===== src/design/timer_flag_pkg.sv =====
// Constants, register map and helpers for the timer event flag bank.
// Assumes a 32-bit Avalon-MM slave port with byte addresses.
package timer_flag_pkg;

	localparam int DATA_W = 32;
	localparam int FLAG_W = 16;
	localparam int CHAN_N = 4;

	// Register byte offsets
	localparam logic [4:0] OFS_CTRL     = 5'h00;
	localparam logic [4:0] OFS_FLAGS    = 5'h10;
	localparam logic [4:0] OFS_IRQ_STAT = 5'h14;
	localparam logic [4:0] OFS_IRQ_MASK = 5'h18;

	// Flag register bit positions
	localparam int BIT_UPDATE = 0;
	localparam int BIT_CAP0   = 1;
	localparam int BIT_COMMUT = 5;
	localparam int BIT_TRIG   = 6;
	localparam int BIT_BREAK  = 7;
	localparam int BIT_OVR0   = 9;

	// Reset values and implemented-bit masks
	localparam logic [15:0] FLAGS_RST    = 16'h0000;
	localparam logic [15:0] FLAGS_IMPL   = 16'h1EFF;
	localparam logic [15:0] IRQ_STAT_RST = 16'h0000;
	localparam logic [15:0] IRQ_MASK_RST = 16'h0000;
	localparam logic [15:0] CTRL_RST     = 16'h0000;
	localparam logic [15:0] CTRL_IMPL    = 16'h00FF;

	// Control register fields
	localparam int CTRL_MODE_LSB   = 0;
	localparam int CTRL_TRIG_FALL  = 3;
	localparam int CTRL_INMODE_LSB = 4;

	// Slave mode code for pause mode
	localparam logic [2:0] MODE_PAUSE = 3'h5;

	// Expand byte enables into a bit mask
	function automatic logic [DATA_W-1:0] be_mask(input logic [3:0] be);
		logic [DATA_W-1:0] m;
		m = {{8{be[3]}}, {8{be[2]}}, {8{be[1]}}, {8{be[0]}}};
		return m;
	endfunction

endpackage


===== src/design/timer_flag_bank.sv =====
// Timer event flag bank with Avalon-MM slave and interrupt status.
// Assumes event pulses come from timer logic on sys_clk_i and the
// break input arrives straight from a pin.
// How it works
// - Flag register lives at offset 0x10 and resets to all zeros
// - Channel 0 overrun sets on input capture while capture flag set
// - Channel 0 overrun holds until software clears it
// - Channels 1 to 3 overrun flags at bits 10 to 12, same behaviour
// - Break flag at bit 7 sets while break level is active
// - Software clears break flag only while break input is inactive
// - Trigger flag at bit 6 sets on trigger event, software clears
// - Pause mode counts both trigger edges, else only active edge
// - Commutation flag sits at bit 5
// - Commutation flag sets on commutation event, software clears
// - Channel 0 capture/compare flag at bit 1 sets on event
// - Channels 1 to 3 capture/compare flags at bits 2 to 4
// - Update flag sits at bit 0
//
// Implementation choice: the Avalon-MM interface to the registers.
`timescale 1ns/1ns
module timer_flag_bank
	import timer_flag_pkg::*;
(
	input  wire logic              sys_clk_i,         // System clock
	input  wire logic              reset_i,           // Sync reset, high
	input  wire logic [4:0]        avs_address_i,     // Byte address
	input  wire logic              avs_read_i,        // Read request
	input  wire logic              avs_write_i,       // Write request
	input  wire logic [DATA_W-1:0] avs_writedata_i,   // Write data
	input  wire logic [3:0]        avs_byteenable_i,  // Byte lanes
	output logic [DATA_W-1:0]      avs_readdata_o,    // Read data
	output logic                   avs_waitrequest_o, // Stall
	input  wire logic              update_event_i,    // Update pulse
	input  wire logic [CHAN_N-1:0] chan_event_i,      // Capture/compare
	input  wire logic              commut_event_i,    // Commutation
	input  wire logic              trigger_i,         // Selected trigger
	input  wire logic              break_pin_i,       // Break, async
	output logic [FLAG_W-1:0]      flags_o,           // Event flags
	output logic                   irq_o              // Interrupt level
);

	typedef enum logic [0:0] {BUS_IDLE, BUS_DONE} bus_state_t;

	bus_state_t        bus_state_r;
	logic [DATA_W-1:0] rdata_r;
	logic [DATA_W-1:0] be_bits;
	logic [FLAG_W-1:0] flags_r;
	logic [FLAG_W-1:0] flags_nxt;
	logic [FLAG_W-1:0] irq_stat_r;
	logic [FLAG_W-1:0] irq_stat_nxt;
	logic [FLAG_W-1:0] irq_mask_r;
	logic [FLAG_W-1:0] ctrl_r;
	logic [FLAG_W-1:0] set_vec;
	logic [FLAG_W-1:0] clr_vec;
	logic [FLAG_W-1:0] w1c_vec;
	logic [FLAG_W-1:0] wmask;
	logic [FLAG_W-1:0] wdata16;
	logic [CHAN_N-1:0] ovr_set;
	logic [CHAN_N-1:0] in_mode;
	logic [2:0]        slave_mode;
	logic              req;
	logic              wr_go;
	logic              brk_level;
	logic              trig_evt;
	logic              pause_mode;

	// Control fields
	assign slave_mode = ctrl_r[CTRL_MODE_LSB +: 3];
	assign in_mode    = ctrl_r[CTRL_INMODE_LSB +: CHAN_N];
	assign pause_mode = (slave_mode == MODE_PAUSE);

	// Break pin crosses into the clock domain first
	pin_sync_3ff u_break_sync (
		.sys_clk_i (sys_clk_i),
		.reset_i   (reset_i),
		.pin_i     (break_pin_i),
		.level_o   (brk_level)
	);

	// Trigger edges; pause mode takes both
	trig_edge_det u_trig_edge (
		.sys_clk_i    (sys_clk_i),
		.reset_i      (reset_i),
		.trig_i       (trigger_i),
		.both_edges_i (pause_mode),
		.falling_i    (ctrl_r[CTRL_TRIG_FALL]),
		.event_o      (trig_evt)
	);

	// Bus handshake: one wait cycle on every access
	assign req               = avs_read_i | avs_write_i;
	assign avs_waitrequest_o = req && (bus_state_r == BUS_IDLE);
	assign wr_go             = avs_write_i && (bus_state_r == BUS_DONE);

	always_ff @(posedge sys_clk_i) begin
		if (reset_i) begin
			bus_state_r <= BUS_IDLE;
		end else begin
			unique case (bus_state_r)
				BUS_IDLE: begin
					if (req) begin
						bus_state_r <= BUS_DONE;
					end
				end
				BUS_DONE: begin
					bus_state_r <= BUS_IDLE;
				end
			endcase
		end
	end

	// Read data captured in the wait cycle; unmapped reads zero
	always_ff @(posedge sys_clk_i) begin
		if (reset_i) begin
			rdata_r <= '0;
		end else if (avs_read_i && bus_state_r == BUS_IDLE) begin
			unique case (avs_address_i)
				OFS_CTRL:     rdata_r <= {16'h0000, ctrl_r};
				OFS_FLAGS:    rdata_r <= {16'h0000, flags_r};
				OFS_IRQ_STAT: rdata_r <= {16'h0000, irq_stat_r};
				OFS_IRQ_MASK: rdata_r <= {16'h0000, irq_mask_r};
				default:      rdata_r <= '0;
			endcase
		end
	end

	assign avs_readdata_o = rdata_r;

	// Low half of write data and lane mask
	assign be_bits = be_mask(avs_byteenable_i);
	assign wmask   = be_bits[FLAG_W-1:0];
	assign wdata16 = avs_writedata_i[FLAG_W-1:0];

	// Overrun: new capture in input mode while capture flag still up
	always_comb begin
		for (int i = 0; i < CHAN_N; i++) begin
			ovr_set[i] = chan_event_i[i] & in_mode[i]
				& flags_r[BIT_CAP0+i];
		end
	end

	// Hardware set vector, one term per flag
	always_comb begin
		set_vec = '0;
		set_vec[BIT_UPDATE] = update_event_i;
		set_vec[BIT_CAP0 +: CHAN_N] = chan_event_i;
		set_vec[BIT_COMMUT] = commut_event_i;
		set_vec[BIT_TRIG] = trig_evt;
		set_vec[BIT_BREAK] = brk_level;
		set_vec[BIT_OVR0 +: CHAN_N] = ovr_set;
	end

	// Zero written on an enabled lane clears; reserved bits never store
	assign clr_vec = (wr_go && avs_address_i == OFS_FLAGS)
		? (~wdata16 & wmask & FLAGS_IMPL) : '0;

	// Set beats clear so no event is lost; break stays while active
	assign flags_nxt = ((flags_r & ~clr_vec) | set_vec)
		& FLAGS_IMPL;

	always_ff @(posedge sys_clk_i) begin
		if (reset_i) begin
			flags_r <= FLAGS_RST;
		end else begin
			flags_r <= flags_nxt;
		end
	end

	assign flags_o = flags_r;

	// Interrupt status mirrors events, cleared by writing one
	assign w1c_vec = (wr_go && avs_address_i == OFS_IRQ_STAT)
		? (wdata16 & wmask) : '0;
	assign irq_stat_nxt = ((irq_stat_r & ~w1c_vec) | set_vec) & FLAGS_IMPL;

	always_ff @(posedge sys_clk_i) begin
		if (reset_i) begin
			irq_stat_r <= IRQ_STAT_RST;
		end else begin
			irq_stat_r <= irq_stat_nxt;
		end
	end

	// Mask register, same layout as status
	always_ff @(posedge sys_clk_i) begin
		if (reset_i) begin
			irq_mask_r <= IRQ_MASK_RST;
		end else if (wr_go && avs_address_i == OFS_IRQ_MASK) begin
			irq_mask_r <= ((irq_mask_r & ~wmask) | (wdata16 & wmask))
				& FLAGS_IMPL;
		end
	end

	// Control register: slave mode, trigger edge, channel input modes
	always_ff @(posedge sys_clk_i) begin
		if (reset_i) begin
			ctrl_r <= CTRL_RST;
		end else if (wr_go && avs_address_i == OFS_CTRL) begin
			ctrl_r <= ((ctrl_r & ~wmask) | (wdata16 & wmask)) & CTRL_IMPL;
		end
	end

	// Level interrupt, registered so it has no glitches
	always_ff @(posedge sys_clk_i) begin
		if (reset_i) begin
			irq_o <= 1'b0;
		end else begin
			irq_o <= |(irq_stat_nxt & irq_mask_r);
		end
	end

	// Checks on the flag behaviour
	AST_RESET_ZERO: assert property (
		@(posedge sys_clk_i) reset_i |=> (flags_r == FLAGS_RST))
		else $error("flags not zero after reset");

	AST_OVR0_SET: assert property (
		@(posedge sys_clk_i) disable iff (reset_i)
		(chan_event_i[0] && in_mode[0] && flags_r[BIT_CAP0])
		|=> flags_r[BIT_OVR0])
		else $error("channel 0 overrun not set");

	AST_OVR0_STICKY: assert property (
		@(posedge sys_clk_i) disable iff (reset_i)
		$fell(flags_r[BIT_OVR0]) |-> $past(clr_vec[BIT_OVR0]))
		else $error("channel 0 overrun dropped without clear");

	AST_OVR3_SET: assert property (
		@(posedge sys_clk_i) disable iff (reset_i)
		(chan_event_i[3] && in_mode[3] && flags_r[BIT_CAP0+3])
		##1 !$past(clr_vec[BIT_OVR0+3]) [*1] |-> flags_r[BIT_OVR0+3])
		else $error("channel 3 overrun not set");

	AST_BREAK_SET: assert property (
		@(posedge sys_clk_i) disable iff (reset_i)
		brk_level |=> flags_r[BIT_BREAK])
		else $error("break flag not set on active level");

	AST_BREAK_HOLD: assert property (
		@(posedge sys_clk_i) disable iff (reset_i)
		$fell(flags_r[BIT_BREAK]) |-> !$past(brk_level))
		else $error("break flag cleared while break active");

	AST_TRIG_SET: assert property (
		@(posedge sys_clk_i) disable iff (reset_i)
		trig_evt |=> flags_r[BIT_TRIG])
		else $error("trigger flag not set");

	AST_PAUSE_EDGES: assert property (
		@(posedge sys_clk_i) disable iff (reset_i)
		(pause_mode && !$past(reset_i) && $changed(trigger_i))
		|-> trig_evt)
		else $error("pause mode edge missed");

	AST_COMMUT_SET: assert property (
		@(posedge sys_clk_i) disable iff (reset_i)
		commut_event_i |=> flags_r[BIT_COMMUT])
		else $error("commutation flag not set");

	AST_CAP0_SET: assert property (
		@(posedge sys_clk_i) disable iff (reset_i)
		chan_event_i[0] |=> flags_r[BIT_CAP0])
		else $error("channel 0 capture flag not set");

	AST_CAP1_SET: assert property (
		@(posedge sys_clk_i) disable iff (reset_i)
		chan_event_i[1] |=> flags_r[BIT_CAP0+1])
		else $error("channel 1 capture flag not set");

	AST_UPDATE_SET: assert property (
		@(posedge sys_clk_i) disable iff (reset_i)
		update_event_i |=> flags_r[BIT_UPDATE])
		else $error("update flag not set");

	AST_SET_WINS: assert property (
		@(posedge sys_clk_i) disable iff (reset_i)
		(chan_event_i[2] && clr_vec[BIT_CAP0+2]) |=> flags_r[BIT_CAP0+2])
		else $error("clear beat a hardware set");

	AST_CLEAR_WORKS: assert property (
		@(posedge sys_clk_i) disable iff (reset_i)
		(clr_vec[BIT_UPDATE] && !update_event_i) |=> !flags_r[BIT_UPDATE])
		else $error("write of zero did not clear");

	AST_OVR1_SET: assert property (
		@(posedge sys_clk_i) disable iff (reset_i)
		(chan_event_i[1] && in_mode[1] && flags_r[BIT_CAP0+1])
		|=> flags_r[BIT_OVR0+1])
		else $error("channel 1 overrun not set");

	AST_OVR2_SET: assert property (
		@(posedge sys_clk_i) disable iff (reset_i)
		(chan_event_i[2] && in_mode[2] && flags_r[BIT_CAP0+2])
		|=> flags_r[BIT_OVR0+2])
		else $error("channel 2 overrun not set");

	AST_CAP3_SET: assert property (
		@(posedge sys_clk_i) disable iff (reset_i)
		chan_event_i[3] |=> flags_r[BIT_CAP0+3])
		else $error("channel 3 capture flag not set");

	AST_TRIG_STICKY: assert property (
		@(posedge sys_clk_i) disable iff (reset_i)
		$fell(flags_r[BIT_TRIG]) |-> $past(clr_vec[BIT_TRIG]))
		else $error("trigger flag dropped without clear");

	AST_COMMUT_STICKY: assert property (
		@(posedge sys_clk_i) disable iff (reset_i)
		$fell(flags_r[BIT_COMMUT]) |-> $past(clr_vec[BIT_COMMUT]))
		else $error("commutation flag dropped without clear");

	// Outside pause mode the inactive edge must stay silent
	AST_ACTIVE_EDGE_ONLY: assert property (
		@(posedge sys_clk_i) disable iff (reset_i)
		(!pause_mode && !$past(reset_i) && $changed(trigger_i)
			&& (trigger_i == ctrl_r[CTRL_TRIG_FALL])) |-> !trig_evt)
		else $error("inactive trigger edge gave an event");

endmodule


===== src/design/pin_sync_3ff.sv =====
// Three-stage synchroniser for an asynchronous level input.
// Assumes the input may change at any time relative to sys_clk_i.
`timescale 1ns/1ns
module pin_sync_3ff (
	input  wire logic sys_clk_i, // System clock
	input  wire logic reset_i,   // Synchronous reset, active high
	input  wire logic pin_i,     // Asynchronous level in
	output logic      level_o    // Filtered synchronous level
);

	logic meta_r;
	logic sync2_r;
	logic sync3_r;
	logic level_r;

	// Shift chain; first stage feeds only the second
	always_ff @(posedge sys_clk_i) begin
		if (reset_i) begin
			meta_r  <= 1'b0;
			sync2_r <= 1'b0;
			sync3_r <= 1'b0;
		end else begin
			meta_r  <= pin_i;
			sync2_r <= meta_r;
			sync3_r <= sync2_r;
		end
	end

	// Accept a change only once stages two and three agree
	always_ff @(posedge sys_clk_i) begin
		if (reset_i) begin
			level_r <= 1'b0;
		end else if (sync2_r == sync3_r) begin
			level_r <= sync3_r;
		end
	end

	assign level_o = level_r;

endmodule


===== src/design/trig_edge_det.sv =====
// Edge detector for the selected trigger input.
// Assumes the trigger is already synchronous to sys_clk_i.
`timescale 1ns/1ns
module trig_edge_det (
	input  wire logic sys_clk_i,    // System clock
	input  wire logic reset_i,      // Synchronous reset, active high
	input  wire logic trig_i,       // Trigger level
	input  wire logic both_edges_i, // Count both edges
	input  wire logic falling_i,    // Active edge is falling
	output logic      event_o       // One-cycle trigger event
);

	logic prev_r;
	logic rise;
	logic fall;

	// Previous level for edge compare
	always_ff @(posedge sys_clk_i) begin
		if (reset_i) begin
			prev_r <= 1'b0;
		end else begin
			prev_r <= trig_i;
		end
	end

	// Combinational so the flag sets on the edge's next clock
	assign rise    = trig_i & ~prev_r;
	assign fall    = ~trig_i & prev_r;
	assign event_o = both_edges_i ? (rise | fall)
		: (falling_i ? fall : rise);

endmodule


===== config.mk =====
export PLATFORM = sky130hd
export DESIGN_NAME = timer_flag_bank
export DESIGN_NICKNAME = d
export VERILOG_FILES = /design/src/design/timer_flag_pkg.sv /design/src/design/timer_flag_bank.sv /design/src/design/pin_sync_3ff.sv /design/src/design/trig_edge_det.sv
export SDC_FILE = /design/constraint.sdc
export NUM_CORES = 1
export LEC_CHECK = 0
export ABC_AREA = 1
export BUFFER_PORTS_ARGS = -buffer_cell sky130_fd_sc_hd__buf_2
export CAP_MARGIN = 20
export CORE_AREA = 2 2 85 95
export CTS_CLUSTER_DIAMETER = 100
export DETAILED_ROUTE_END_ITERATION = 8
export DIE_AREA = 0 0 87 97
export GPL_TIMING_DRIVEN = 0
export PLACE_DENSITY = 0.65
export SYNTH_ARGS = -nofsm -noshare
export SYNTH_HDL_FRONTEND = slang
export SYNTH_SLANG_ARGS = --single-unit

===== constraint.sdc =====
create_clock -name sys_clk_i -period 5.55 [get_ports sys_clk_i]
set_clock_uncertainty 0.2 [all_clocks]
set_input_delay 1.665 -clock sys_clk_i [delete_from_list [all_inputs] [get_ports sys_clk_i]]
set_output_delay 1.665 -clock sys_clk_i [all_outputs]
set_load 0.05 [all_outputs]

======== Word level (Yosys, flattened, before mapping) ========
Index checks and enable logic that the tools add are counted.
operators by class
  mux-type cells .......................... 7
  reductions and logical operators ........ 9
  bitwise operators ....................... 30
  equality and inequality tests ........... 5
operators by type and width
  kind                                   number
  bitwise AND 13 bit                     6
  NOT 13 bit                             4
  case mux 13 bit (4 select lines)       1
  OR 13 bit                              3
  two-way mux 13 bit                     2
  OR reduction 16 bit                    1
  == test 5 bit (second input constant)  3
  bitwise AND 1 bit                      10
  bitwise AND 8 bit                      1
  OR 8 bit                               1
  logical AND 1 bit                      7
  logical NOT 5 bit                      1
  == test 3 bit (second input constant)  1
  two-way mux 1 bit                      3
  NOT 1 bit                              3
  OR 1 bit                               2
  case mux 1 bit (2 select lines)        1
  == test 1 bit                          1
storage, ports and cells
  output and inout bits ................... 50
  register bits ........................... 83

======== Longest topological paths before layout ========
Gate-level depths: netlist (run 1).
  depth after elaboration ................. 8
  depth in mapped cells ................... 13

======== Hierarchy ========
From an unflattened synthesis (run 1), not the netlist that was laid out.
second synthesis, totals
  cells, all modules ...................... 420
  area total of the unflattened synthesis .. 2,899.0 um^2
modules (own cells, without submodules)
  module           times used  area each (um^2)  cells an instance
  timer_flag_bank  1           2,683.8           392
  pin_sync_3ff     1           121.4             13
  trig_edge_det    1           93.8              15

======== Worst setup path before layout (run 1) ========
No wires, ideal clock.
  kind .................................... input port to output port
  from .................................... input port avs_write_i
  to ...................................... output port avs_waitrequest_o
  path buffers ............................ 0
  data arrival time ....................... 2.347 ns
  path slack .............................. 1.338 ns
  stages .................................. 2
  cell sequence ........................... nor2_1 -> nor2_1
on the way
  word-level cells in the longest chain between the ends .. 2
RTL lines
  item               RTL line               text
  start, declared    timer_flag_bank.sv:28  input wire logic avs_write_i,
  OR 1 bit           timer_flag_bank.sv:91  assign req = avs_read_i | avs_write_i;
  logical AND 1 bit  timer_flag_bank.sv:92  assign avs_waitrequest_o = req && (bus_state_r == BUS_IDLE);
  end, declared      timer_flag_bank.sv:32  output logic avs_waitrequest_o,
No other way between the ends.

======== Final worst setup path (run 1) ========
Same ends and word-level chain as after synthesis.

==> flow_metrics.env, run 1 <==
export IMPL_drc=0
export IMPL_r2r_worst_path_cells=8
export IMPL_root_buffer="clkbuf_8"
export IMPL_synthAdderAreaFrac_pct=0.8584
export IMPL_start_kind="input pin"
export IMPL_vias=2892
export IMPL_r2r_slack_ns=3.55
export IMPL_finalSetupViolCount=0
export IMPL_status="completed"
export IMPL_synth_edf_count=0
export IMPL_whs_endpoint="u_break_sync.sync2_r$_SDFF_PP0_"
export IMPL_antenna_cells=0
export IMPL_synth_area_um2=2915
export IMPL_seqPwrFrac_pct=44.8
export IMPL_wl_um=8376
export IMPL_whs_ns=0.2100
export IMPL_async_reset_ff_share_pct=0
export IMPL_die_w_um=87
export IMPL_pwr_share_clk_pct=42.7
export IMPL_antenna_found_initial=0
export IMPL_synth_seq_cells=63
export IMPL_synth_common_cells="nand2_1 (112), dfxtp_1 (63), a21oi_1 (45)"
export IMPL_ctsHoldBuffers=0
export IMPL_comb_power_share_pct=12.6
export IMPL_ys_top_cells_by_area="dfxtp_1 (43%), nand2_1 (14%), a21oi_1 (7.7%), buf_4 (6.7%), o21ai_0 (5.7%)"
export IMPL_hold_class="reg2reg"
export IMPL_grt_pass1_vias=2718
export IMPL_endpoint_kind="output pin"
export IMPL_cpPeakStageDelay_ns=0.21
export IMPL_ys_types=24
export IMPL_whs_path_depth=2
export IMPL_post_cts_resize_count=0
export IMPL_cts_buffers=9
export IMPL_ys_seq_area_share_pct=43.26
export IMPL_post_cts_setup_buffers=0
export IMPL_cp_max_fo=2
export IMPL_synth_compound_area_share_pct=16.22
export IMPL_powerDensity_nw_per_um2=290.9
export IMPL_yosys_area_top_type="dfxtp_1"
export IMPL_ios=103
export IMPL_drive_above_1_share_pct=22.47
export IMPL_max_freq_mhz=247.6
export IMPL_clk_pin_slew_ns=0.07
export IMPL_p_int_mw=0.7476
export IMPL_fin_crit_ns=4.039
export IMPL_clk_path_buf_depth=2
export IMPL_die_area_um2=8439
export IMPL_post_synth_top_count_cell="nand2_1"
export IMPL_hold_start="u_break_sync.meta_r$_SDFF_PP0_"
export IMPL_avgSynthCellArea_um2=7.128
export IMPL_swShare_pct=28.59
export IMPL_drtPass1Iterations=4
export IMPL_crit_required_ns=3.69
export IMPL_hold_violations=0
export IMPL_synth_xor_area_share_pct=0
export IMPL_max_slew_worst_pin_slew_ns=0.6566
export IMPL_ys_flop_type="dfxtp_1"
export IMPL_final_nets=553
export IMPL_yosys_mux_area_fraction_pct=0
export IMPL_syn_inst=409
export IMPL_drt_initial_drc_count=146
export IMPL_gr_total_overflow=0
export IMPL_setup_tns_ns=0
export IMPL_cts_max_level=3
export IMPL_cp_arrival_ns=2.17
export IMPL_clk_latency_ns=0.36
export IMPL_ir_drop_uv=161.1
export IMPL_initial_core_util_pct=39.44
export IMPL_grt_max_degree=12
export IMPL_die_y_um=97
export IMPL_ys_warn_count=0
export IMPL_detail_route_antenna_nets=0
export IMPL_syn_to_final_growth_pct=23.43
export IMPL_slowest_stage="buf_2"
export IMPL_place_gp_congestion=0.8525
export IMPL_wl_per_cell_um=14.20
export IMPL_synth_top_area_share_pct=43.26
export IMPL_portBuffers=55
export IMPL_p_leak_nw=1.664
export IMPL_synth_simple_gate_area_share_pct=26.14
export IMPL_r2r_start="bus_state_r$_SDFF_PP0_"
export IMPL_rsz0062_at_grt="no"
export IMPL_switching_power_mw=0.2994
export IMPL_grtUsageTotal_pct=20.29
export IMPL_min_period_over_period_pct=72.78
export IMPL_cts_sink_count=63
export IMPL_grt_pass1_wl_um=13180
export IMPL_dp_hpwl_um=6059
export IMPL_via_per_inst=4.902
export IMPL_core_area_um2=7391
export IMPL_synth_top_family_by_area="simple AND/OR/NAND/NOR gates"
export IMPL_max_slew_margin_pct=56.23
export IMPL_path_class="in2out"
export IMPL_max_cap_violations=0
export IMPL_row_count=33
export IMPL_slew_violations=0
export IMPL_cp_cell_sequence="buf_2 -> nor2_1 -> nor2_1 -> buf_2"
export IMPL_cts_tree="built"
[cell type report]
cell class,count,area (um2)
fillers,783,3792
multi-input cells,295,1350
flip-flops and latches,63,1261
repair buffers,55,275.3
plain buffers,38,255.2
inverters,36,135.1
clock buffers,10,127.6
well taps,87,108.9
clock inverters,6,85.08
[metrics by stage]
step           instance area, um2  std cells  utilization (%)  setup slack, ns  total power [mW]
2_1_floorplan                3002        432                -            1.338            0.5757
3_3_place_gp                 3386        574            45.81            1.523            0.6079
3_5_place_dp                 3386        574            45.81            1.516            0.6096
4_1_cts                      3598        590            48.69            1.516             1.045
5_1_grt                      3598        590            48.69            1.461             1.077
6_report                     3598        590            48.69            1.511             1.047
[logic make-up after synthesis]
group           after synthesis
compound gates               88
fa+ha+maj                     2
buf+inv                      74
flops                        63
other cells                   1
simple gates                181
[metal layers]
layer  vias up  global-route usage, %  wire length (um)
met1      1315                  26.17              3695
met4         0                  8.654               167
li1       1455                      -                 -
met2       106                  33.24              3978
met3        16                  2.986               534
met5         -                      0                 0
[worst max-delay path, delay by kind of cell]
| family | cells | cell delay, ns |
|---|---|---|
| and+or+nand+nor | 2 | 0.20 |
| buffers and inverters | 2 | 0.32 |
[placed cells by master, fill, tap and decap left out, types with 2 or more instances in the layout]
| master | n |
|---|---|
| nand2_1 | 112 |
| dfxtp_1 | 63 |
| buf_2 | 55 |
| a21oi_1 | 45 |
| o21ai_0 | 33 |
| inv_1 | 32 |
| nor2_1 | 32 |
| buf_4 | 26 |
| conb_1 | 24 |
| nand3_1 | 19 |
| clkbuf_1 | 10 |
| clkbuf_8 | 9 |
| o2111ai_1 | 8 |
| nor3_1 | 5 |
| nor2_2 | 4 |
| inv_2 | 4 |
| nor2_4 | 3 |
| nand2_2 | 3 |
| buf_6 | 2 |
| ha_1 | 2 |
| clkinvlp_4 | 2 |
| clkinv_2 | 2 |
| bufinv_16 | 2 |
[how the worst max path moves through the flow]
| stage | cells after the start | slack [ns] | startpoint | end |
|---|---|---|---|---|
| floorplan | 2 | 1.34 | avs_write_i | avs_waitrequest_o |
| global placement | 4 | 1.52 | avs_write_i | avs_waitrequest_o |
| detailed placement | 4 | 1.52 | avs_write_i | avs_waitrequest_o |
| CTS | 4 | 1.52 | avs_write_i | avs_waitrequest_o |
| global route | 4 | 1.46 | avs_write_i | avs_waitrequest_o |
| finish | 4 | 1.51 | avs_write_i | avs_waitrequest_o |
[power by group through the flow]
stage          Sequential (mW)  Combinational, mW  Clock (mW)
5_1_grt                  0.470              0.142       0.465
3_5_place_dp             0.479              0.130           0
2_1_floorplan            0.492             0.0839           0
3_3_place_gp             0.479              0.129           0
4_1_cts                  0.469              0.131       0.445
6_report                 0.469              0.131       0.447
(Power assumes the default switching activity.)
==> run 2: changes to the inputs <==
--- a/config.mk
+++ b/config.mk
@@ -5,15 +5,14 @@
 export SDC_FILE = /design/constraint.sdc
 export NUM_CORES = 1
 export LEC_CHECK = 0
-export ABC_AREA = 1
+export ABC_AREA = 0
 export BUFFER_PORTS_ARGS = -buffer_cell sky130_fd_sc_hd__buf_2
 export CAP_MARGIN = 20
-export CORE_AREA = 2 2 85 95
+export CORE_AREA = 2 2 86 96
 export CTS_CLUSTER_DIAMETER = 100
 export DETAILED_ROUTE_END_ITERATION = 8
-export DIE_AREA = 0 0 87 97
+export DIE_AREA = 0 0 88 98
 export GPL_TIMING_DRIVEN = 0
-export PLACE_DENSITY = 0.65
 export SYNTH_ARGS = -nofsm -noshare
 export SYNTH_HDL_FRONTEND = slang
 export SYNTH_SLANG_ARGS = --single-unit
==> constraint.sdc (replaced) <==
create_clock -name sys_clk_i -period 4.09 [get_ports sys_clk_i]
set_clock_uncertainty 0.2 [all_clocks]
set_input_delay 1.227 -clock sys_clk_i [delete_from_list [all_inputs] [get_ports sys_clk_i]]
set_output_delay 1.227 -clock sys_clk_i [all_outputs]
set_load 0.05 [all_outputs]
==> run 2 against run 1 <==
Utilization is 1.3 points lower. Non-clock buffer count increased by 9. Critical endpoint unchanged. Synthesized area is 2.5% higher. Final area rose by 1.4%. Count of clock-buffer cells in the layout rose by 4. Sequential power increased by 36%. Die area rose by 2.2%. Register-to-register slack got worse by 1.7 ns. Routed wire length increased by 3.1%. Combinational power grew 38%. Hold slack better by 0.036 ns. Critical path depth unchanged.
==> flow_metrics.env, run 2 <==
export IMPL_r2r_start="bus_state_r$_SDFF_PP0_"
export IMPL_drc=0
export IMPL_crit_required_ns=2.66
export IMPL_antenna_found_initial=0
export IMPL_cts_sink_count=63
export IMPL_status="completed"
export IMPL_hold_violations=0
export IMPL_comb_power_share_pct=14.1
export IMPL_post_cts_resize_count=0
export IMPL_post_synth_top_count_cell="dfxtp_1"
export IMPL_async_reset_ff_share_pct=0
export IMPL_cp_top_family="buffers and inverters"
export IMPL_slowest_stage="buf_2"
export IMPL_die_y_um=98
export IMPL_cts_tree="built"
export IMPL_max_slew_margin_pct=56.95
export IMPL_max_slew_worst_pin_slew_ns=0.6458
export IMPL_grtUsageTotal_pct=20.71
export IMPL_max_freq_mhz=316.2
export IMPL_place_gp_congestion=0.8386
export IMPL_place_area_um2=3491
export IMPL_path_class="in2out"
export IMPL_ys_flop_type="dfxtp_1"
export IMPL_synth_area_um2=2989
export IMPL_syn_inst=351
export IMPL_r2r_slack_ns=1.87
export IMPL_drtPass1Iterations=5
export IMPL_drt_initial_drc_count=235
export IMPL_grt_pass1_wl_um=13570
export IMPL_setup_tns_ns=0
export IMPL_drive_above_1_share_pct=23.37
export IMPL_cpPeakStageDelay_ns=0.20
export IMPL_rsz0062_at_grt="no"
export IMPL_finalSetupViolCount=0
export IMPL_grt_pass1_vias=2641
export IMPL_antenna_cells=0
export IMPL_ys_top_cells_by_area="dfxtp_1 (42%), buf_4 (6.3%), mux2i_1 (5.7%), a21oi_1 (5.5%), nor2_1 (5.0%)"
export IMPL_final_cells=553
export IMPL_fin_area_um2=3649
export IMPL_wl_um=8634
export IMPL_switching_power_mw=0.3711
export IMPL_die_area_um2=8624
export IMPL_cts_buffers=9
export IMPL_p_leak_nw=1.571
export IMPL_whs_endpoint="u_break_sync.sync2_r$_SDFF_PP0_"
export IMPL_synth_seq_cells=63
export IMPL_p_int_mw=0.9109
export IMPL_cp_cell_sequence="buf_2 -> nor2_1 -> nor2_1 -> buf_2"
export IMPL_r2r_end="flags_o[7]$_SDFF_PP0_"
export IMPL_yosys_area_top_type="dfxtp_1"
export IMPL_pwr_share_clk_pct=36.1
export IMPL_synth_common_cells="dfxtp_1 (63), nor2_1 (40), a21oi_1 (33)"
export IMPL_hold_class="reg2reg"
export IMPL_synth_top_area_share_pct=42.19
export IMPL_ys_types=37
export IMPL_clk_path_buf_depth=2
export IMPL_fin_crit_ns=3.162
export IMPL_crit_buf_inv=2
export IMPL_clk_latency_ns=0.34
export IMPL_detail_route_antenna_nets=0
export IMPL_ios=103
export IMPL_dp_cells=538
export IMPL_post_cts_setup_buffers=0
export IMPL_powerDensity_nw_per_um2=351.4
export IMPL_cts_max_level=3
export IMPL_ys_seq_area_share_pct=42.19
export IMPL_initial_core_util_pct=38.82
export IMPL_die_w_um=88
export IMPL_dp_hpwl_um=6343
export IMPL_via_per_inst=5.148
export IMPL_row_count=34
export IMPL_whs_ns=0.2457
export IMPL_cp_arrival_ns=1.74
export IMPL_endpoint_kind="output pin"
export IMPL_core_area_um2=7700
export IMPL_max_cap_violations=0
export IMPL_r2r_worst_path_cells=5
export IMPL_cp_max_fo=4
export IMPL_swShare_pct=28.95
export IMPL_seqPwrFrac_pct=49.7
export IMPL_hold_start="u_break_sync.meta_r$_SDFF_PP0_"
export IMPL_ys_warn_count=0
export IMPL_wl_per_cell_um=15.61
export IMPL_clk_pin_slew_ns=0.07
export IMPL_final_cell_mix="dfxtp_1 (63), buf_2 (62), nor2_1 (40)"
export IMPL_root_buffer="clkbuf_8"
export IMPL_synth_edf_count=0
export IMPL_fillCellCount=795
export IMPL_start_kind="input pin"
export IMPL_vias=2847
export IMPL_ctsHoldBuffers=0
export IMPL_layout_commonest_cell="dfxtp_1"
export IMPL_avgSynthCellArea_um2=8.516
export IMPL_portBuffers=55
export IMPL_syn_to_final_growth_pct=22.06
export IMPL_whs_path_depth=1
export IMPL_min_period_over_period_pct=77.31
export IMPL_ir_drop_uv=181.1
export IMPL_startpoint="avs_write_i"
export IMPL_gr_total_overflow=0
export IMPL_final_nets=496
export IMPL_grt_max_degree=11
export IMPL_slew_violations=0
run 2: changes by cell type after synthesis, moves of 6 or more:
cell       before  now
o21ai_0        33   20
and3_1          0    7
a21oi_1        45   33
nand2_1       112   26
buf_2           0    6
a22oi_1         0   13
nor2_1         32   40
inv_1          32   10
o2111ai_1       8    0
nor2b_1         0    6
mux2i_1         0   17
a221o_1         0   12
a31oi_1         0    6
run 2: worst max path at each step:
| stage | slack [ns] | depth (start not counted) | to |
|---|---|---|---|
| after floorplan | 0.75 | 2 | avs_waitrequest_o |
| after global placement | 0.20 | 5 | flags_o[4]$_SDFF_PP0_ |
| after detailed placement | 0.93 | 4 | avs_waitrequest_o |
| after CTS | 0.93 | 4 | avs_waitrequest_o |
| after global routing | 0.91 | 4 | avs_waitrequest_o |
| final | 0.93 | 4 | avs_waitrequest_o |
run 2: power by group through the flow:
stage	combinational [mW]	clock [mW]	sequential (mW)
after floorplan	0.114	0	0.666
after global placement	0.178	0	0.651
after detailed placement	0.180	0	0.651
after CTS	0.180	0.467	0.637
after global routing	0.194	0.496	0.639
final	0.181	0.463	0.637
run 2: metal layers:
| layer | up-vias | GRT usage, % | part of all wire [%] |
|---|---|---|---|
| li1 | 1390 | - | - |
| met1 | 1306 | 27.51 | 45 |
| met2 | 127 | 32.52 | 47 |
| met3 | 24 | 4.227 | 5.5 |
| met4 | 0 | 8.521 | 3.0 |
| met5 | - | 0 | 0 |
run 2: worst register-to-register path, delay by kind of cell, from the launching register on:
family | cells | cell delay [ns]
AOI/OAI and AO/OA | 2 | 0.40
DFF | 1 | 0.39
and+or+nand+nor | 2 | 0.68
buffers and inverters | 1 | 0.41
run 2: area by class of cell:
type | instances | area [um2] | area share (%)
Sequential cell | 63 | 1261 | 34.57
Multi-Input combinational cell | 255 | 1488 | 40.78
Timing Repair Buffer | 56 | 280.3 | 7.682
Inverter | 10 | 37.54 | 1.029
Buffer | 46 | 289.0 | 7.922
Tap cell | 108 | 135.1 | 3.704
Clock inverter | 1 | 5.005 | 0.1372
Clock buffer | 14 | 152.6 | 4.184
run 2: kinds of logic after synthesis:
kind of cell / after synthesis / synth area share [%]
and+or+nand+nor: 116 / 19.17
AOI/OAI and AO/OA: 95 / 20.68
DFF: 63 / 42.19
buffers and inverters: 56 / 10.93
muxes: 18 / 6.069
adders and majority gates: 2 / 0.8370
other: 1 / 0.1255
run 2: stage by stage:
step	worst slack (ns)	power, mW	utilization, %
floorplan	0.7535	0.7801	-
global placement	0.1970	0.8289	45.27
detailed placement	0.9283	0.8307	45.34
CTS	0.9255	1.284	47.38
global route	0.9060	1.329	47.38
finish	0.9279	1.282	47.38
